[src/nrl_pkg.sv]
package nrl_pkg;

  // Operation modes
  typedef enum logic [1:0] {
    NRL_MODE_EXT,
    NRL_MODE_NET,
    NRL_MODE_PANEL
  } nrl_mode_t;

  // Link rate selection codes
  localparam logic [2:0] LINK_RATE_156K = 3'h0;
  localparam logic [2:0] LINK_RATE_625K = 3'h1;
  localparam logic [2:0] LINK_RATE_2M5  = 3'h2;
  localparam logic [2:0] LINK_RATE_5M   = 3'h3;
  localparam logic [2:0] LINK_RATE_10M  = 3'h4;
  localparam logic [2:0] LINK_RATE_RST  = 3'h0;

  localparam logic [6:0] STATION_MIN = 7'h01;
  localparam logic [6:0] STATION_MAX = 7'h40;
  localparam logic [6:0] STATION_RST = 7'h01;

  localparam logic [15:0] FREQ_UNSIGNED_MAX = 16'h9c40;
  localparam logic [15:0] FREQ_RST          = 16'h0000;

  localparam logic [7:0] ram_freq_write_code    = 8'hed;
  localparam logic [7:0] eeprom_freq_write_code = 8'hee;
  localparam logic [7:0] WRITE_MODE_ERR_CODE    = 8'h01;

  // Command lockout after reset release, 1 s at 10 MHz
  localparam int unsigned CLK_HZ        = 10000000;
  localparam int unsigned LOCKOUT_MS    = 1000;
  localparam int unsigned LOCKOUT_CYC   = (CLK_HZ / 1000) * LOCKOUT_MS;

  // LED blink half period in cycles
  localparam int unsigned BLINK_CYC     = 2500000;

  // Commands arriving from the master
  typedef struct packed {
    logic        drive_reset;
    logic        fault_reset_request_bit;
    logic        fwd;
    logic        rev;
    logic        volatile_freq_write_request;
    logic        nonvolatile_freq_write_request;
    logic [15:0] frequency_setpoint_word;
    logic        instr_valid;
    logic [7:0]  instr_code;
    logic [15:0] instr_data;
  } nrl_cmd_t;

  // Decoded run command
  typedef struct packed {
    logic        run_fwd;
    logic        run_rev;
    logic [15:0] freq_mag;
  } nrl_run_t;

  function automatic logic rate_valid(input logic [2:0] r);
    return r <= LINK_RATE_10M;
  endfunction

  function automatic logic station_valid(input logic [6:0] s);
    return (s >= STATION_MIN) && (s <= STATION_MAX);
  endfunction

endpackage : nrl_pkg

[src/nrl_lockout.sv]
`timescale 1ns/1ps
`default_nettype none
// Down counter that holds busy_o for a number of cycles after start_i falls
module nrl_lockout #(
  parameter int unsigned CYCLES = 10000000
) (
  input  wire logic clk_sys_i,
  input  wire logic nrst_i,
  input  wire logic start_i,
  output logic      busy_o
);
  localparam int unsigned W = $clog2(CYCLES + 1);
  logic [W-1:0] cnt_q;
  logic         start_q;

  always_ff @(posedge clk_sys_i or negedge nrst_i) begin
    if (!nrst_i) begin
      start_q <= 1'b0;
    end else begin
      start_q <= start_i;
    end
  end

  always_ff @(posedge clk_sys_i or negedge nrst_i) begin
    if (!nrst_i) begin
      cnt_q <= '0;
    end else if (start_q && !start_i) begin
      cnt_q <= W'(CYCLES);
    end else if (cnt_q != '0) begin
      cnt_q <= cnt_q - W'(1);
    end
  end

  always_ff @(posedge clk_sys_i or negedge nrst_i) begin
    if (!nrst_i) begin
      busy_o <= 1'b0;
    end else begin
      busy_o <= start_i || (start_q && !start_i) || (cnt_q > W'(1));
    end
  end

endmodule // nrl_lockout
`default_nettype wire

[src/nrl_net_reset_cfg.sv]
`timescale 1ns/1ps
`default_nettype none
// What this block does
// RULE_01: Network drive reset accepted only in network mode, fault or not.
// RULE_02: Reset scope 0: fault reset bit honoured in every operation mode.
// RULE_03: Reset scope 1: fault reset bit honoured only in network mode.
// RULE_04: Fault reset bit acts only while a protective trip is active.
// RULE_05: Reset terminal or power loss resets the drive in every mode.
// RULE_06: Line error or option fault blocks every network reset command.
// RULE_07: After network-mode reset start in external mode unless startup setting nonzero.
// RULE_08: Link keeps running in reset; commands ignored about 1 s after release.
// RULE_09: Station number 1 to 64, default 1, one station occupied.
// RULE_10: Master gives unique, gapless station numbers; wiring order free.
// RULE_11: Station or rate change blinks LED; applied at power-up or reset terminal.
// RULE_12: Link rate codes 0..4 map 156k to 10M, default 0.
// RULE_13: Sign setting 0: setpoint unsigned 0 to 40000.
// RULE_14: Sign setting 1: setpoint two's complement -32768 to 32767.
// RULE_15: Signed negative setpoint inverts the commanded direction.
// RULE_16: Signed mode nonvolatile write request reports write mode error H01.
// RULE_17: Signed, extension nonzero, both write requests: volatile one wins.
// RULE_18: Power-up or drive reset: sign positive, frequency 0.
// RULE_19: Writes via codes ram or eeprom frequency leave sign unchanged.
module nrl_net_reset_cfg
  import nrl_pkg::*;
#(
  parameter int unsigned LOCKOUT_CYCLES = nrl_pkg::LOCKOUT_CYC,
  parameter int unsigned BLINK_CYCLES   = nrl_pkg::BLINK_CYC
) (
  input  wire logic                clk_sys_i,
  input  wire logic                nrst_i,
  input  wire nrl_pkg::nrl_cmd_t   cmd_i,
  input  wire nrl_pkg::nrl_mode_t  mode_i,
  input  wire logic                trip_active_i,
  input  wire logic                line_error_i,
  input  wire logic                option_fault_i,
  input  wire logic                external_reset_terminal_i,
  input  wire logic                reset_scope_setting_i,
  input  wire logic                startup_mode_nonzero_i,
  input  wire logic                setpoint_sign_setting_i,
  input  wire logic [6:0]          station_number_setting_i,
  input  wire logic [2:0]          link_rate_setting_i,
  input  wire logic [4:0]          link_extension_setting_i,
  output logic                     drive_reset_o,
  output logic                     fault_reset_o,
  output logic                     force_ext_mode_o,
  output logic                     force_net_mode_o,
  output logic                     cmd_locked_o,
  output logic [6:0]               station_o,
  output logic [2:0]               link_rate_o,
  output logic                     led_link_err_o,
  output nrl_pkg::nrl_run_t        run_o,
  output logic                     sign_neg_o,
  output logic                     write_err_o,
  output logic [7:0]               write_err_code_o
);
  import nrl_pkg::*;

  // Counter widths follow the parameters so a longer blink or lockout is not cut short
  localparam int unsigned BW = $clog2(BLINK_CYCLES + 1);
  localparam int unsigned SW = $clog2(LOCKOUT_CYCLES + 4);

  logic        net_ok;
  logic        drv_rst_acc;
  logic        flt_rst_acc;
  logic        lock_busy;
  logic        term_q;
  logic        term_rise;
  logic        pending_q;
  logic        applied_q;
  logic [BW-1:0] blink_q;
  logic        blink_ph_q;
  logic        signed_mode;
  logic        vol_wr;
  logic        nv_wr;
  logic        both_ok;
  logic [15:0] freq_q;
  logic        neg_q;
  logic        lock_start;
  logic [SW-1:0] since_q;

  // Network resets are blocked under a link or option fault
  assign net_ok      = !line_error_i && !option_fault_i; // RULE_06
  assign drv_rst_acc = net_ok && cmd_i.drive_reset && (mode_i == NRL_MODE_NET); // RULE_01
  assign flt_rst_acc = net_ok && cmd_i.fault_reset_request_bit && trip_active_i // RULE_04
                       && (!reset_scope_setting_i || (mode_i == NRL_MODE_NET)); // RULE_02 RULE_03
  assign term_rise   = external_reset_terminal_i && !term_q;
  // Fault reset alone never opens a lockout; only drive resets do
  assign lock_start  = drv_rst_acc || external_reset_terminal_i; // RULE_08

  always_ff @(posedge clk_sys_i or negedge nrst_i) begin
    if (!nrst_i) begin
      term_q <= 1'b0;
    end else begin
      term_q <= external_reset_terminal_i;
    end
  end

  // Reset outputs
  always_ff @(posedge clk_sys_i or negedge nrst_i) begin
    if (!nrst_i) begin
      drive_reset_o <= 1'b1; // RULE_05
      fault_reset_o <= 1'b0;
    end else begin
      drive_reset_o <= drv_rst_acc || external_reset_terminal_i; // RULE_05
      fault_reset_o <= flt_rst_acc;
    end
  end

  // Startup mode after a reset taken in network mode
  always_ff @(posedge clk_sys_i or negedge nrst_i) begin
    if (!nrst_i) begin
      force_ext_mode_o <= 1'b0;
      force_net_mode_o <= 1'b0;
    end else if (drv_rst_acc || (external_reset_terminal_i && mode_i == NRL_MODE_NET)) begin
      force_ext_mode_o <= !startup_mode_nonzero_i; // RULE_07
      force_net_mode_o <= startup_mode_nonzero_i;  // RULE_07
    end else begin
      force_ext_mode_o <= 1'b0;
      force_net_mode_o <= 1'b0;
    end
  end

  // Lockout of control commands after reset release
  nrl_lockout #(
    .CYCLES (LOCKOUT_CYCLES)
  ) u_lockout (
    .clk_sys_i (clk_sys_i),
    .nrst_i    (nrst_i),
    .start_i   (lock_start),
    .busy_o    (lock_busy)
  );

  always_ff @(posedge clk_sys_i or negedge nrst_i) begin
    if (!nrst_i) begin
      cmd_locked_o <= 1'b1;
    end else begin
      cmd_locked_o <= lock_busy; // RULE_08
    end
  end

  // Cycles since the last reset request; power-up starts saturated, so no lockout
  always_ff @(posedge clk_sys_i or negedge nrst_i) begin
    if (!nrst_i) begin
      since_q <= SW'(LOCKOUT_CYCLES + 3);
    end else if (lock_start) begin
      since_q <= '0;
    end else if (since_q != SW'(LOCKOUT_CYCLES + 3)) begin
      since_q <= since_q + SW'(1);
    end
  end

  // Station and rate: captured after power-up and on reset terminal
  // Out-of-range settings are refused; the LED then keeps blinking until fixed
  always_ff @(posedge clk_sys_i or negedge nrst_i) begin
    if (!nrst_i) begin
      station_o   <= STATION_RST;
      link_rate_o <= LINK_RATE_RST;
      applied_q   <= 1'b0;
    end else if (!applied_q || term_rise) begin
      applied_q <= 1'b1;
      if (station_valid(station_number_setting_i)) begin
        station_o <= station_number_setting_i; // RULE_09 RULE_11
      end
      if (rate_valid(link_rate_setting_i)) begin
        link_rate_o <= link_rate_setting_i; // RULE_12
      end
    end
  end

  always_ff @(posedge clk_sys_i or negedge nrst_i) begin
    if (!nrst_i) begin
      pending_q <= 1'b0;
    end else begin
      pending_q <= applied_q && ((station_number_setting_i != station_o)
                   || (link_rate_setting_i != link_rate_o)); // RULE_11
    end
  end

  always_ff @(posedge clk_sys_i or negedge nrst_i) begin
    if (!nrst_i) begin
      blink_q    <= '0;
      blink_ph_q <= 1'b0;
    end else if (!pending_q) begin
      blink_q    <= '0;
      blink_ph_q <= 1'b0;
    end else if (blink_q >= BW'(BLINK_CYCLES - 1)) begin
      blink_q    <= '0;
      blink_ph_q <= !blink_ph_q;
    end else begin
      blink_q <= blink_q + BW'(1);
    end
  end

  always_ff @(posedge clk_sys_i or negedge nrst_i) begin
    if (!nrst_i) begin
      led_link_err_o <= 1'b0;
    end else begin
      led_link_err_o <= pending_q && !blink_ph_q; // RULE_11
    end
  end

  // Frequency setpoint handling
  assign signed_mode = setpoint_sign_setting_i;
  assign both_ok     = link_extension_setting_i != 5'h00;
  assign vol_wr      = cmd_i.volatile_freq_write_request && !lock_busy;
  assign nv_wr       = cmd_i.nonvolatile_freq_write_request && !lock_busy
                       && !(signed_mode && both_ok && vol_wr); // RULE_17

  always_ff @(posedge clk_sys_i or negedge nrst_i) begin
    if (!nrst_i) begin
      freq_q <= FREQ_RST; // RULE_18
      neg_q  <= 1'b0;     // RULE_18
    end else if (drive_reset_o) begin
      freq_q <= FREQ_RST; // RULE_18
      neg_q  <= 1'b0;     // RULE_18
    end else if (!lock_busy && cmd_i.instr_valid
                 && (cmd_i.instr_code == ram_freq_write_code
                     || cmd_i.instr_code == eeprom_freq_write_code)) begin
      // Instruction writes carry a magnitude only; the stored sign stays
      freq_q <= cmd_i.instr_data; // RULE_19
    end else if (vol_wr || (nv_wr && !signed_mode)) begin
      if (signed_mode) begin
        neg_q  <= cmd_i.frequency_setpoint_word[15]; // RULE_14
        freq_q <= cmd_i.frequency_setpoint_word[15]
                  ? 16'(~cmd_i.frequency_setpoint_word + 16'h1)
                  : cmd_i.frequency_setpoint_word;
      end else begin
        neg_q  <= 1'b0;
        freq_q <= (cmd_i.frequency_setpoint_word > FREQ_UNSIGNED_MAX)
                  ? FREQ_UNSIGNED_MAX : cmd_i.frequency_setpoint_word; // RULE_13
      end
    end
  end

  always_ff @(posedge clk_sys_i or negedge nrst_i) begin
    if (!nrst_i) begin
      write_err_o      <= 1'b0;
      write_err_code_o <= 8'h00;
    end else begin
      write_err_o      <= signed_mode && nv_wr; // RULE_16
      write_err_code_o <= (signed_mode && nv_wr) ? WRITE_MODE_ERR_CODE : 8'h00;
    end
  end

  always_ff @(posedge clk_sys_i or negedge nrst_i) begin
    if (!nrst_i) begin
      run_o      <= '0;
      sign_neg_o <= 1'b0;
    end else begin
      sign_neg_o    <= neg_q;
      run_o.freq_mag <= freq_q;
      // Negative setpoint swaps the start direction
      run_o.run_fwd <= !lock_busy && (neg_q ? cmd_i.rev : cmd_i.fwd); // RULE_15
      run_o.run_rev <= !lock_busy && (neg_q ? cmd_i.fwd : cmd_i.rev); // RULE_15
    end
  end

  a_net_reset_block: assert property (@(posedge clk_sys_i) disable iff (!nrst_i) // RULE_06
    (line_error_i || option_fault_i) && !external_reset_terminal_i |=> !drive_reset_o && !fault_reset_o)
    else $error("network reset taken during fault");
  a_drv_reset_mode: assert property (@(posedge clk_sys_i) disable iff (!nrst_i) // RULE_01
    cmd_i.drive_reset && net_ok && mode_i == NRL_MODE_NET |=> drive_reset_o)
    else $error("network drive reset missed");
  a_flt_no_trip: assert property (@(posedge clk_sys_i) disable iff (!nrst_i) // RULE_04
    !trip_active_i |=> !fault_reset_o)
    else $error("fault reset without trip");
  a_flt_scope: assert property (@(posedge clk_sys_i) disable iff (!nrst_i) // RULE_03
    reset_scope_setting_i && mode_i != NRL_MODE_NET |=> !fault_reset_o)
    else $error("fault reset outside network mode");
  a_flt_scope0: assert property (@(posedge clk_sys_i) disable iff (!nrst_i) // RULE_02
    !reset_scope_setting_i && cmd_i.fault_reset_request_bit && trip_active_i && net_ok
    |=> fault_reset_o)
    else $error("fault reset missed");
  a_term_reset: assert property (@(posedge clk_sys_i) disable iff (!nrst_i) // RULE_05
    external_reset_terminal_i |=> drive_reset_o ##1 cmd_locked_o)
    else $error("terminal reset missed");
  a_h01_code: assert property (@(posedge clk_sys_i) disable iff (!nrst_i) // RULE_16
    write_err_o |-> write_err_code_o == WRITE_MODE_ERR_CODE)
    else $error("wrong write error code");
  a_freq_clear: assert property (@(posedge clk_sys_i) disable iff (!nrst_i) // RULE_18
    drive_reset_o |=> freq_q == FREQ_RST && !neg_q)
    else $error("setpoint kept over reset");
  a_station_range: assert property (@(posedge clk_sys_i) disable iff (!nrst_i) // RULE_09
    station_o >= STATION_MIN && station_o <= STATION_MAX)
    else $error("station out of range");
  a_rate_range: assert property (@(posedge clk_sys_i) disable iff (!nrst_i) // RULE_12
    link_rate_o <= LINK_RATE_10M)
    else $error("link rate out of range");

  // Lockout timing, counted from the last cycle a reset was requested
  a_lock_hold: assert property (@(posedge clk_sys_i) disable iff (!nrst_i) // RULE_08
    since_q >= SW'(1) && since_q <= SW'(LOCKOUT_CYCLES + 1) |-> cmd_locked_o)
    else $error("commands accepted inside lockout");
  a_lock_end: assert property (@(posedge clk_sys_i) disable iff (!nrst_i) // RULE_08
    since_q == SW'(LOCKOUT_CYCLES + 2) |-> !cmd_locked_o)
    else $error("lockout longer than its count");
  a_run_locked: assert property (@(posedge clk_sys_i) disable iff (!nrst_i) // RULE_08
    lock_busy |=> !run_o.run_fwd && !run_o.run_rev)
    else $error("run command passed during lockout");

  // Startup mode and link indicator
  a_start_ext: assert property (@(posedge clk_sys_i) disable iff (!nrst_i) // RULE_07
    drv_rst_acc && !startup_mode_nonzero_i |=> force_ext_mode_o && !force_net_mode_o)
    else $error("external startup not requested");
  a_start_net: assert property (@(posedge clk_sys_i) disable iff (!nrst_i) // RULE_07
    drv_rst_acc && startup_mode_nonzero_i |=> force_net_mode_o && !force_ext_mode_o)
    else $error("network startup not requested");
  a_led_quiet: assert property (@(posedge clk_sys_i) disable iff (!nrst_i) // RULE_11
    !pending_q |=> !led_link_err_o)
    else $error("link error led lit with nothing pending");

  // Setpoint decoding and write requests
  a_freq_clamp: assert property (@(posedge clk_sys_i) disable iff (!nrst_i) // RULE_13
    !setpoint_sign_setting_i && vol_wr && !drive_reset_o && !cmd_i.instr_valid
    |=> freq_q <= FREQ_UNSIGNED_MAX && !neg_q)
    else $error("unsigned setpoint out of range");
  a_neg_sign: assert property (@(posedge clk_sys_i) disable iff (!nrst_i) // RULE_14
    setpoint_sign_setting_i && vol_wr && !drive_reset_o && !cmd_i.instr_valid
    && cmd_i.frequency_setpoint_word[15] |=> neg_q)
    else $error("negative setpoint sign lost");
  a_dir_swap: assert property (@(posedge clk_sys_i) disable iff (!nrst_i) // RULE_15
    !lock_busy && neg_q && cmd_i.fwd && !cmd_i.rev |=> run_o.run_rev && !run_o.run_fwd)
    else $error("negative setpoint did not swap direction");
  a_dir_keep: assert property (@(posedge clk_sys_i) disable iff (!nrst_i) // RULE_15
    !lock_busy && !neg_q && cmd_i.fwd && !cmd_i.rev |=> run_o.run_fwd && !run_o.run_rev)
    else $error("positive setpoint changed direction");
  a_nv_error: assert property (@(posedge clk_sys_i) disable iff (!nrst_i) // RULE_16
    setpoint_sign_setting_i && !lock_busy && cmd_i.nonvolatile_freq_write_request
    && !cmd_i.volatile_freq_write_request |=> write_err_o)
    else $error("signed nonvolatile write not refused");
  a_vol_first: assert property (@(posedge clk_sys_i) disable iff (!nrst_i) // RULE_17
    setpoint_sign_setting_i && both_ok && vol_wr && cmd_i.nonvolatile_freq_write_request
    |=> !write_err_o)
    else $error("volatile write did not take precedence");
  a_sign_kept: assert property (@(posedge clk_sys_i) disable iff (!nrst_i) // RULE_19
    !drive_reset_o && !lock_busy && cmd_i.instr_valid
    && (cmd_i.instr_code == ram_freq_write_code
        || cmd_i.instr_code == eeprom_freq_write_code) |=> $stable(neg_q))
    else $error("instruction write changed the sign");

  c_net_reset: cover property (@(posedge clk_sys_i) disable iff (!nrst_i) drv_rst_acc);
  c_flt_reset: cover property (@(posedge clk_sys_i) disable iff (!nrst_i) flt_rst_acc);
  c_led_blink: cover property (@(posedge clk_sys_i) disable iff (!nrst_i) led_link_err_o);
  c_neg_run:   cover property (@(posedge clk_sys_i) disable iff (!nrst_i) sign_neg_o && run_o.run_rev);
  c_write_err: cover property (@(posedge clk_sys_i) disable iff (!nrst_i) write_err_o);

endmodule // nrl_net_reset_cfg
`default_nettype wire

[config.mk]
export PLATFORM = sky130hd
export DESIGN_NAME = nrl_net_reset_cfg
export DESIGN_NICKNAME = d
export VERILOG_FILES = /design/src/nrl_pkg.sv /design/src/nrl_lockout.sv /design/src/nrl_net_reset_cfg.sv
export SDC_FILE = /design/constraint.sdc
export NUM_CORES = 1
export LEC_CHECK = 0
export ABC_AREA = 1
export ABC_CLOCK_PERIOD_IN_PS = 1600
export BUFFER_PORTS_ARGS = -buffer_cell sky130_fd_sc_hd__buf_2
export CAP_MARGIN = 20
export CORE_ASPECT_RATIO = 1.1
export CORE_MARGIN = 2
export CORE_UTILIZATION = 46
export DETAILED_ROUTE_END_ITERATION = 6
export PLACE_DENSITY_LB_ADDON = 0.15
export SETUP_SLACK_MARGIN = 0.3
export SLEW_MARGIN = 20
export SYNTH_ARGS = -nofsm -noshare
export SYNTH_HDL_FRONTEND = slang
export SYNTH_HIERARCHICAL = 1
export SYNTH_SLANG_ARGS = --single-unit
[constraint.sdc]
create_clock -name clk_sys_i -period 1.6 [get_ports clk_sys_i]
set_input_delay 0.24 -clock clk_sys_i [delete_from_list [all_inputs] [get_ports clk_sys_i]]
set_output_delay 0.24 -clock clk_sys_i [all_outputs]
set_load 0.01 [all_outputs]
Word level (Yosys, flattened, before mapping)
Index checks and enable logic that the tools add are counted.
- bitwise gates (word level): 1
- shift operators: 0
- $add $sub $neg: 3
- reductions and logical operators: 51
- divide/modulo/power cells: 0
- magnitude comparators: 6
- multiplexer cells: 21
- $mul: 0
- equality and inequality tests: 7
- operators with widths (cell ; number):
    16-bit 2-to-1 mux ; 6
    24-bit 2-to-1 mux ; 2
    22-bit 2-to-1 mux ; 2
    24-bit by 1-bit greater-than comparator with 1-bit output, second input constant ; 1
    24-bit nonzero test ; 1
    24-bit by 1-bit subtractor with 24-bit output, second input constant ; 1
    1-bit logical AND ; 23
    22-bit by 1-bit adder with 22-bit output, second input constant ; 1
    22-bit greater-or-equal comparator, second input constant ; 1
    16-bit by 1-bit adder with 16-bit output, second input constant ; 1
    8-bit == test, second input constant ; 2
    16-bit greater-than comparator, second input constant ; 1
    16-bit inverter ; 1
    1-bit logical NOT ; 11
    1-bit 2-to-1 mux ; 11
    1-bit logical OR ; 9
    7-bit by 1-bit greater-or-equal comparator with 1-bit output, second input constant ; 1
    7-bit <= comparator, second input constant ; 1
    7-bit != test ; 1
    2-bit AND reduction ; 3
    5-bit nonzero test ; 1
    2-bit nonzero test ; 2
    3-bit <= comparator, second input constant ; 1
    3-bit != test ; 1
    4 further kinds ; 4
- bits in read-only memories: 0
- register bits: 106
- bits of input ports: 73
- bits in writable memories: 0
- latch bits: 0
- output and inout bits: 44
- memories kept: 0

Depth between registers and ports, before layout
Gate-level depths: netlist of the first run.
- depth after elaboration: 10
- mapped depth: 11

Hierarchy
Netlist of the first run, hierarchy kept.
- modules (own cells, without submodules) (module ; times used ; sequential area each (um2) ; area an instance (um2) ; cells an instance):
    nrl_net_reset_cfg ; 1 ; 1980.6 ; 4312.9 ; 579
    nrl_lockout ; 1 ; 650.6 ; 1649.1 ; 227

Worst setup path after synthesis of the first run
Ideal clock, no wire load.
- path type: input to register
- start: input port mode_i[1]
- end: register u_lockout.cnt_q[15]
- data arrival time: 1609 ps
- cell stages on the path: 6
- path slack: -152 ps
- cell sequence: or2_2 > o21ai_0 > nor2_2 > inv_2 > clkbuf_1 > o211ai_1
- longest elaborated chain between the ends: 6
- ends and longest elaborated chain (element ; line ; RTL):
    from (decl) ; nrl_net_reset_cfg.sv:32 ; input wire nrl_pkg::nrl_mode_t mode_i,
    2-bit by 1-bit == test with 1-bit output (*) ; nrl_net_reset_cfg.sv:83 ; assign drv_rst_acc = net_ok && cmd_i.drive_reset && (mode_i == NRL_MODE_NET);
    1-bit logical AND (*) ; nrl_net_reset_cfg.sv:83 ;
    1-bit logical OR (*) ; nrl_net_reset_cfg.sv:88 ; assign lock_start = drv_rst_acc || external_reset_terminal_i;
    net lock_start ; nrl_net_reset_cfg.sv:78 ; logic lock_start;
    1-bit logical NOT (*) ; nrl_lockout.sv:27 ; end else if (start_q && !start_i) begin
    1-bit logical AND (*) ; nrl_lockout.sv:27 ;
    24-bit 2-to-1 mux / 2-bit nonzero test (equally long branches) ; - ;
    to (signal assigned) ; nrl_lockout.sv:28 ; cnt_q <= W'(CYCLES);
    to (signal assigned) ; nrl_lockout.sv:30 ; cnt_q <= cnt_q - W'(1);
    to (decl) ; nrl_lockout.sv:13 ; logic [W-1:0] cnt_q;
The timed path passes the listed nets; every way through them passes the cells marked *.
A chain may end at the register's enable or synchronous reset.

Worst setup path in the final report of the first run
- start: register u_lockout.cnt_q[9]
- end: register u_lockout.cnt_q[10]
- longest elaborated chain between the ends: 3
- ends and longest elaborated chain (element ; line ; RTL):
    24-bit by 1-bit subtractor with 24-bit output ; nrl_lockout.sv:30 ;
    24-bit 2-to-1 mux ; nrl_lockout.sv:29 ; end else if (cnt_q != '0) begin
    24-bit 2-to-1 mux ; nrl_lockout.sv:27 ;
Several ways; a longest one is shown, not always the timed one. The select of a mux whose other input is x is not followed.

==> flow_summary.toml, run 1 <==
[sta]
setup_viol = 0
max_clock_freq_mhz = 660
hold_ws_ns = 0.0420
relSlewSlack_pct = 62.1
setup-tns-final_ns = 0
fin_crit_ns = 1.52
min_period_over_period_pct = 94.8
drv_slew = 0
hold_viol = 0
worst_pin_slew_ns = 0.568
rsz0062_at_grt = "true"
fin_skew_ns = 0.00984

[worst_setup_path]
rr_startpoint = "u_lockout/cnt_q[9]$_DFFE_PN0P_"
crit_required_ns = 1.84
cp_slowest_stage_delay_ns = 0.40
critical_path_class = "flip-flop to flip-flop"
crit_path_max_fanout = 7
crit_family = "simple AND/OR/NAND/NOR gates"
endpoint_kind = "flip-flop"
path_buf_inv = 2
cp_cell_sequence = "nor2_2 > nand2_2 > nor2_8 > buf_12 > nand3_4 > buf_4 > nand3_2 > o21ai_1"
start_kind = "flip-flop"
r2r_cells = 8
ff2ff_setup_slack_ns = 0.08
crit_arrival_ns = 1.76
cp_slowest_cell = "dfrtp_1"
r2r_end = "u_lockout/cnt_q[10]$_DFFE_PN0P_"

[synthesis]
ys.flop_type = "dfrtp_1"
avgSynthCellArea_um2 = 7.40
ys_seq_elements = 105
synth_edf_count = 0
synth_cell_types = 43
async_reset_ff_share_pct = 100
syn_area_um2 = 5960
synth_cells = 806
yosys_warnings = 6
synth-seq-area-share_pct = 44.1

[detailed_routing]
num_vias = 5979
drtIter0Drc = 314
ant_nets = 0
wl_per_cell_um = 15.0
avgViaCountPerCell = 5.10
firstDrtPassIters = 6
wl_um = 17600
drc_errors = 0

[final_layout]
fill_cells = 966
drive_above_1_share_pct = 44.3
diodes = 0
final_util_pct = 70.1
fin_nets = 1089
synthToLayoutAreaGrowth_pct = 48.7
seq_area_um2 = 2640
multi_input_area_um2 = 3820

[power]
p_per_area_nw_per_um2 = 851
p_total_mw = 7.55
power.leakage_nw = 4.29
vdd_drop_max_mv = 0.857

[worst_hold_path]
hold_path_class = "input pin to flip-flop"
hold_start = "startup_mode_nonzero_i"
holdPathEnd = "force_ext_mode_o$_DFF_PN0_"
holdPathStages = 2

[global_route]
use_met2_pct = 40.6
gr-usage-met1_pct = 30.3
grt_max_degree = 41
grt.total_usage_pct = 23.8
overflow = 0
top_usage_layer = "met2"
grt_pass1_vias = 5591
antenna_found_initial = 0
grt_pass1_wl_um = 26200
met3_usage_pct = 3.38

[placement]
dp_hpwl_um = 11100
io_buffers = 109
place.gp.congestion = 0.931

[floorplan]
start_util_pct = 47.2
die-width_um = 113
core_region_area_um2 = 12600
dieArea_um2 = 13900
rows = 43
die_height_um = 123
io_pins = 117

[clock_network]
clkSinkCount = 105
cts_buffers = 9
clk_pin_slew_ns = 0.08
clockRootBuffer = "clkbuf_16"
clk_latency_ns = 0.36
clockBufferDepth = 2
tritoncts = "done"
cts.htree.levels = 3

[run_status]
status = "finished, final reports clean"

[job]
cap_violations = 0
worst max-delay path by stage:
stage	to	from	cells past startpoint	slack (ns)
after floorplan	u_lockout/cnt_q[1]$_DFFE_PN0P_	u_lockout/cnt_q[0]$_DFFE_PN0P_	9	0.25
after CTS	freq_q[14]$_DFFE_PN0P_	u_lockout/busy_o$_DFF_PN0_	10	0.11
after detailed placement	station_o[5]$_DFFE_PN0P_	station_number_setting_i[1]	7	-0.04
final	u_lockout/cnt_q[10]$_DFFE_PN0P_	u_lockout/cnt_q[9]$_DFFE_PN0P_	8	0.08
after global placement	station_o[5]$_DFFE_PN0P_	station_number_setting_i[1]	7	-0.008
after global routing	blink_q[19]$_DFF_PN0_	blink_q[0]$_DFF_PN0_	8	-0.006
power breakdown:
part / internal (mW) / leakage, nW / switching (mW)
clock: 1.07 / 0.130 / 1.07
combinational: 0.993 / 2.83 / 1.28
sequential: 2.89 / 1.33 / 0.240
total: 4.96 / 4.29 / 2.58
layer usage:
metal  up-vias  wire, um
met5         -         0
met4         0       494
met3        44       799
met2       194      9000
met1      2814      7260
li1       2927         -
repair_timing:
action                                 4_1_cts  5_1_grt
pin swaps                                   39       59
endpoints found under the hold margin       26        0
setup endpoints to repair                   73       72
setup buffers                               38       18
hold buffers                                 2        0
cloned                                       4        2
gates resized for setup                    125      151
cell families after synthesis:
group | after synthesis | synth area share, %
adder cells (fa/ha/maj) | 5 | 1.05
AND/OR/NAND/NOR | 484 | 36.5
XOR/XNOR | 24 | 3.65
other | 2 | 0.126
buffers and inverters | 125 | 9.00
AO/OA/AOI/OAI | 61 | 5.56
flip-flops | 105 | 44.1
layout by cell type, fill, tap and decap left out, drive strengths merged, types with 12 or more instances in the layout:
| master | netlist | routed |
|---|---|---|
| a21oi | 24 | 24 |
| buf | 20 | 204 |
| clkbuf | 2 | 12 |
| dfrtp | 102 | 102 |
| inv | 103 | 104 |
| nand2 | 205 | 206 |
| nand3 | 70 | 70 |
| nand4 | 17 | 17 |
| nor2 | 159 | 159 |
| nor3 | 21 | 21 |
| o21ai | 27 | 28 |
| xnor2 | 12 | 12 |
| xor2 | 12 | 12 |
Yosys cell counts (2+ instances only):
master    instances  share of area, %
nand2_1         198                12
xor2_1           11               1.6
conb_1            2              0.13
nand3_4           2              0.59
o21ai_1           6              0.50
xnor2_1          12               1.8
a21o_1            3              0.38
nand3b_1          3              0.38
nor2_1          136               8.6
nand2_2           5              0.52
nand2_4           2              0.38
buf_4             9               1.1
o21ai_0          20               1.7
nor3_1           19               1.6
or2_2             6              0.63
buf_2             8              0.67
a21oi_1          24               2.0
dfrtp_1         102                43
and2_1            2              0.21
buf_6             3              0.57
nand4_1          16               1.7
nand3_1          67               5.6
dfstp_2           3               1.3
inv_1           100               6.3
a211oi_1          2              0.25
inv_2             3              0.19
nor2_2           19               2.0
ha_1              5               1.0
a31oi_1           2              0.21
nor2_4            3              0.57
flip-flops by register name, summed over array words and instances, names as in the netlist:
name,cells
drive_reset_o,1
blink_ph_q,1
u_lockout/cnt_q,24
force_net_mode_o,1
blink_q,22
term_q,1
applied_q,1
force_ext_mode_o,1
link_rate_o,3
neg_q,1
run_o,18
pending_q,1
u_lockout/start_q,1
cmd_locked_o,1
station_o,7
led_link_err_o,1
freq_q,16
fault_reset_o,1
write_err_code_o,1
u_lockout/busy_o,1
sign_neg_o,1
cell type report:
cell class	instances	area share, %
inverters	103	4.52
clock buffers	10	2.58
well taps	157	2.22
clock inverters	6	0.564
flip-flops and latches	105	29.8
repair buffers	208	17.2
multi-input cells	584	43.1
metrics by stage:
step | instances | setup slack (ns) | instance area (um2)
final | 1173 | 0.0840 | 8870
after global routing | 1173 | -0.00629 | 8870
after CTS | 1153 | 0.112 | 8120
after detailed placement | 1093 | -0.0373 | 7010
after global placement | 1093 | -0.00841 | 7010
after floorplan | 812 | 0.246 | 6110
Note: power is estimated with default switching activity, not from simulation.
==> run 2: changes to the inputs <==
--- a/config.mk
+++ b/config.mk
@@ -5,7 +5,6 @@
 export SDC_FILE = /design/constraint.sdc
 export NUM_CORES = 1
 export LEC_CHECK = 0
-export ABC_AREA = 1
 export ABC_CLOCK_PERIOD_IN_PS = 1600
 export BUFFER_PORTS_ARGS = -buffer_cell sky130_fd_sc_hd__buf_2
 export CAP_MARGIN = 20
==> flow_summary.toml, run 2 <==
[sta]
max_clock_freq_mhz = 485
setup_viol = 58
relSlewSlack_pct = 63.9
rsz0062_at_grt = "true"
setup_ws_ns = -0.460
drv_slew = 0
hold_viol = 0
worst_pin_slew_ns = 0.536
min_period_over_period_pct = 129
fin_crit_ns = 2.06
hold_ws_ns = 0.0356
fin_skew_ns = 0.0107

[synthesis]
synth_cell_types = 75
async_reset_ff_share_pct = 100
synth-seq-area-share_pct = 49.0
yosysMostFrequentCell = "dfrtp_1"
synth_area_leaders = "dfrtp_1 48%, nor2_1 3.9%, xnor2_1 3.7%"
synthTopCellsByCount = "102 x dfrtp_1, 56 x nor2_1, 35 x nand2_1"
syn_area_um2 = 5370
avgSynthCellArea_um2 = 10.2
synth_area_leader_cell = "dfrtp_1"
ys.flop_type = "dfrtp_1"
synth_edf_count = 0
netlist.area_leader.share_pct = 47.5
synth_cells = 528
yosys_warnings = 6
ys_seq_elements = 105

[power]
p_total_mw = 7.09
combPwrFrac_pct = 26.3
p_seq_share_pct = 41.9
p_per_area_nw_per_um2 = 854
internal-power_mw = 5.06
vdd_drop_max_mv = 0.534
p_sw_mw = 2.02
switching_share_pct = 28.5
power_frac_clock_pct = 31.8
power.leakage_nw = 3.75

[final_layout]
layout_commonest_cell = "buf_4"
fill_cells = 787
largest_reg_flops = 24
drive_above_1_share_pct = 50.9
regMostFlops = "u_lockout/cnt_q"
layout_common_cells = "127 x buf_4, 106 x buf_2, 98 x dfrtp_1"
fin_nets = 861
synthToLayoutAreaGrowth_pct = 54.4
diodes = 0
stdcell_count = 938
final_cell_area_um2 = 8290
top_regs = "u_lockout/cnt_q (24), blink_q (22), run_o (18)"

[run_status]
failed_checks = "setup timing"
status = "complete, but fails checks"

[placement]
placed_area_um2 = 7100
dp_hpwl_um = 10700
place_inst = 887
place.gp.congestion = 0.892
pre_cts_slack_ns = -0.579
io_buffers = 109

[worst_setup_path]
start_kind = "flip-flop"
critical_path_class = "flip-flop to flip-flop"
cp_cell_sequence = "nor4_4 > buf_4 > nand4_4 > buf_4 > or2_2 > or3_1"
crit_required_ns = 1.82
path_buf_inv = 2
crit_arrival_ns = 2.28
cp_slowest_cell = "dfrtp_1"
crit_family = "simple AND/OR/NAND/NOR gates"
critical_path.most_common_cell = "buf_4"
cp_slowest_stage_delay_ns = 0.41
endpoint_kind = "flip-flop"
crit_path_max_fanout = 5

[global_route]
grt.total_usage_pct = 25.1
grt_pass1_wl_um = 25200
overflow = 0
grt_pass1_vias = 5207
grt_max_degree = 34
antenna_found_initial = 0

[job]
cap_violations = 0

[detailed_routing]
ant_nets = 0
wl_per_cell_um = 16.8
drc_errors = 0
wl_um = 15800
drtIter0Drc = 244
avgViaCountPerCell = 5.54
num_vias = 5194
firstDrtPassIters = 5

[worst_hold_path]
hold_path_class = "input pin to flip-flop"

[clock_network]
tritoncts = "done"
clk_latency_ns = 0.35
cts.htree.levels = 3
cts_buffers = 9
clockBufferDepth = 2
clockRootBuffer = "clkbuf_16"
clkSinkCount = 105
clk_pin_slew_ns = 0.07

[floorplan]
io_pins = 117
die_height_um = 117
dieArea_um2 = 12600
die-width_um = 107
core_region_area_um2 = 11400
rows = 41
start_util_pct = 47.0
run 2: timing repair:
item,CTS,global route
gates cloned,2,1
pin swaps,32,30
setup endpoints to repair,76,74
hold buffers,1,0
buffers inserted,18,13
gates resized for setup,85,46
endpoints found under the hold margin,24,0
run 2: path summary, 6_finish.rpt:
path | start | endpoint | slack (ns) | cells after the start
max in group asynchronous | nrst_i | cmd_locked_o$_DFF_PN1_ | 0.61 | 3
min in group asynchronous | nrst_i | run_o[9]$_DFF_PN0_ | 0.40 | 2
min | external_reset_terminal_i | term_q$_DFF_PN0_ | 0.04 | 1
min reg2reg | freq_q[6]$_DFFE_PN0P_ | run_o[6]$_DFF_PN0_ | 0.38 | 0
max | u_lockout/cnt_q[4]$_DFFE_PN0P_ | u_lockout/busy_o$_DFF_PN0_ | -0.46 | 6
max reg2reg | u_lockout/cnt_q[4]$_DFFE_PN0P_ | u_lockout/busy_o$_DFF_PN0_ | -0.46 | 6
run 2: kinds of logic (layout without fill, tap and decap cells):
kind of cell	after synthesis	after routing	synth area share, %
buffers and inverters	41	295	3.70
DFF	105	105	49.0
muxes	12	12	2.40
AOI/OAI and AO/OA	115	115	15.6
xor gates and xnor gates	34	34	5.54
and+or+nand+nor	214	214	22.5
adders and majority gates	5	5	1.16
other	2	8	0.140
run 2: through the flow:
step / setup TNS, ns / utilization, %
3_3_place_gp: -12.32 / 62.1
4_1_cts: -10.34 / 69.6
3_5_place_dp: -13.75 / 62.1
2_1_floorplan: -7.03 / -
6_report: -11.90 / 72.5
5_1_grt: -15.67 / 72.5
run 2: worst register-to-register path: cells and delay by family, from the launching register on:
kind	cells	cell delay (ns)
flops	1	0.41
buf+inv	2	0.37
simple gates	4	1.16
run 2: routing by layer:
| metal | GRT usage [%] | up-vias | share of wire, % |
|---|---|---|---|
| met5 | 0 | - | 0 |
| met4 | 8.69 | 0 | 1.5 |
| met3 | 3.34 | 21 | 3.9 |
| met2 | 43.0 | 153 | 53 |
| met1 | 32.4 | 2571 | 42 |
| li1 | - | 2449 | - |
run 2: layout make-up:
| class | instances | area, um2 | area share, % |
|---|---|---|---|
| inverter | 18 | 67.6 | 0.815 |
| timing repair buffer | 261 | 1900 | 22.9 |
| clock inverter | 4 | 51.3 | 0.619 |
| clock buffer | 12 | 256 | 3.09 |
| multi-input combinational | 388 | 3200 | 38.5 |
| tap | 150 | 188 | 2.26 |
| sequential | 105 | 2640 | 31.8 |
run 2: power groups by stage:
stage                     sequential, mW  clock (mW)  combinational, mW
after global placement              2.99           0               1.45
final                               2.97        2.25               1.86
after detailed placement            3.01           0               1.50
after global routing                2.99        2.40               2.01
after CTS                           2.96        2.29               1.66
after floorplan                     3.05           0              0.685
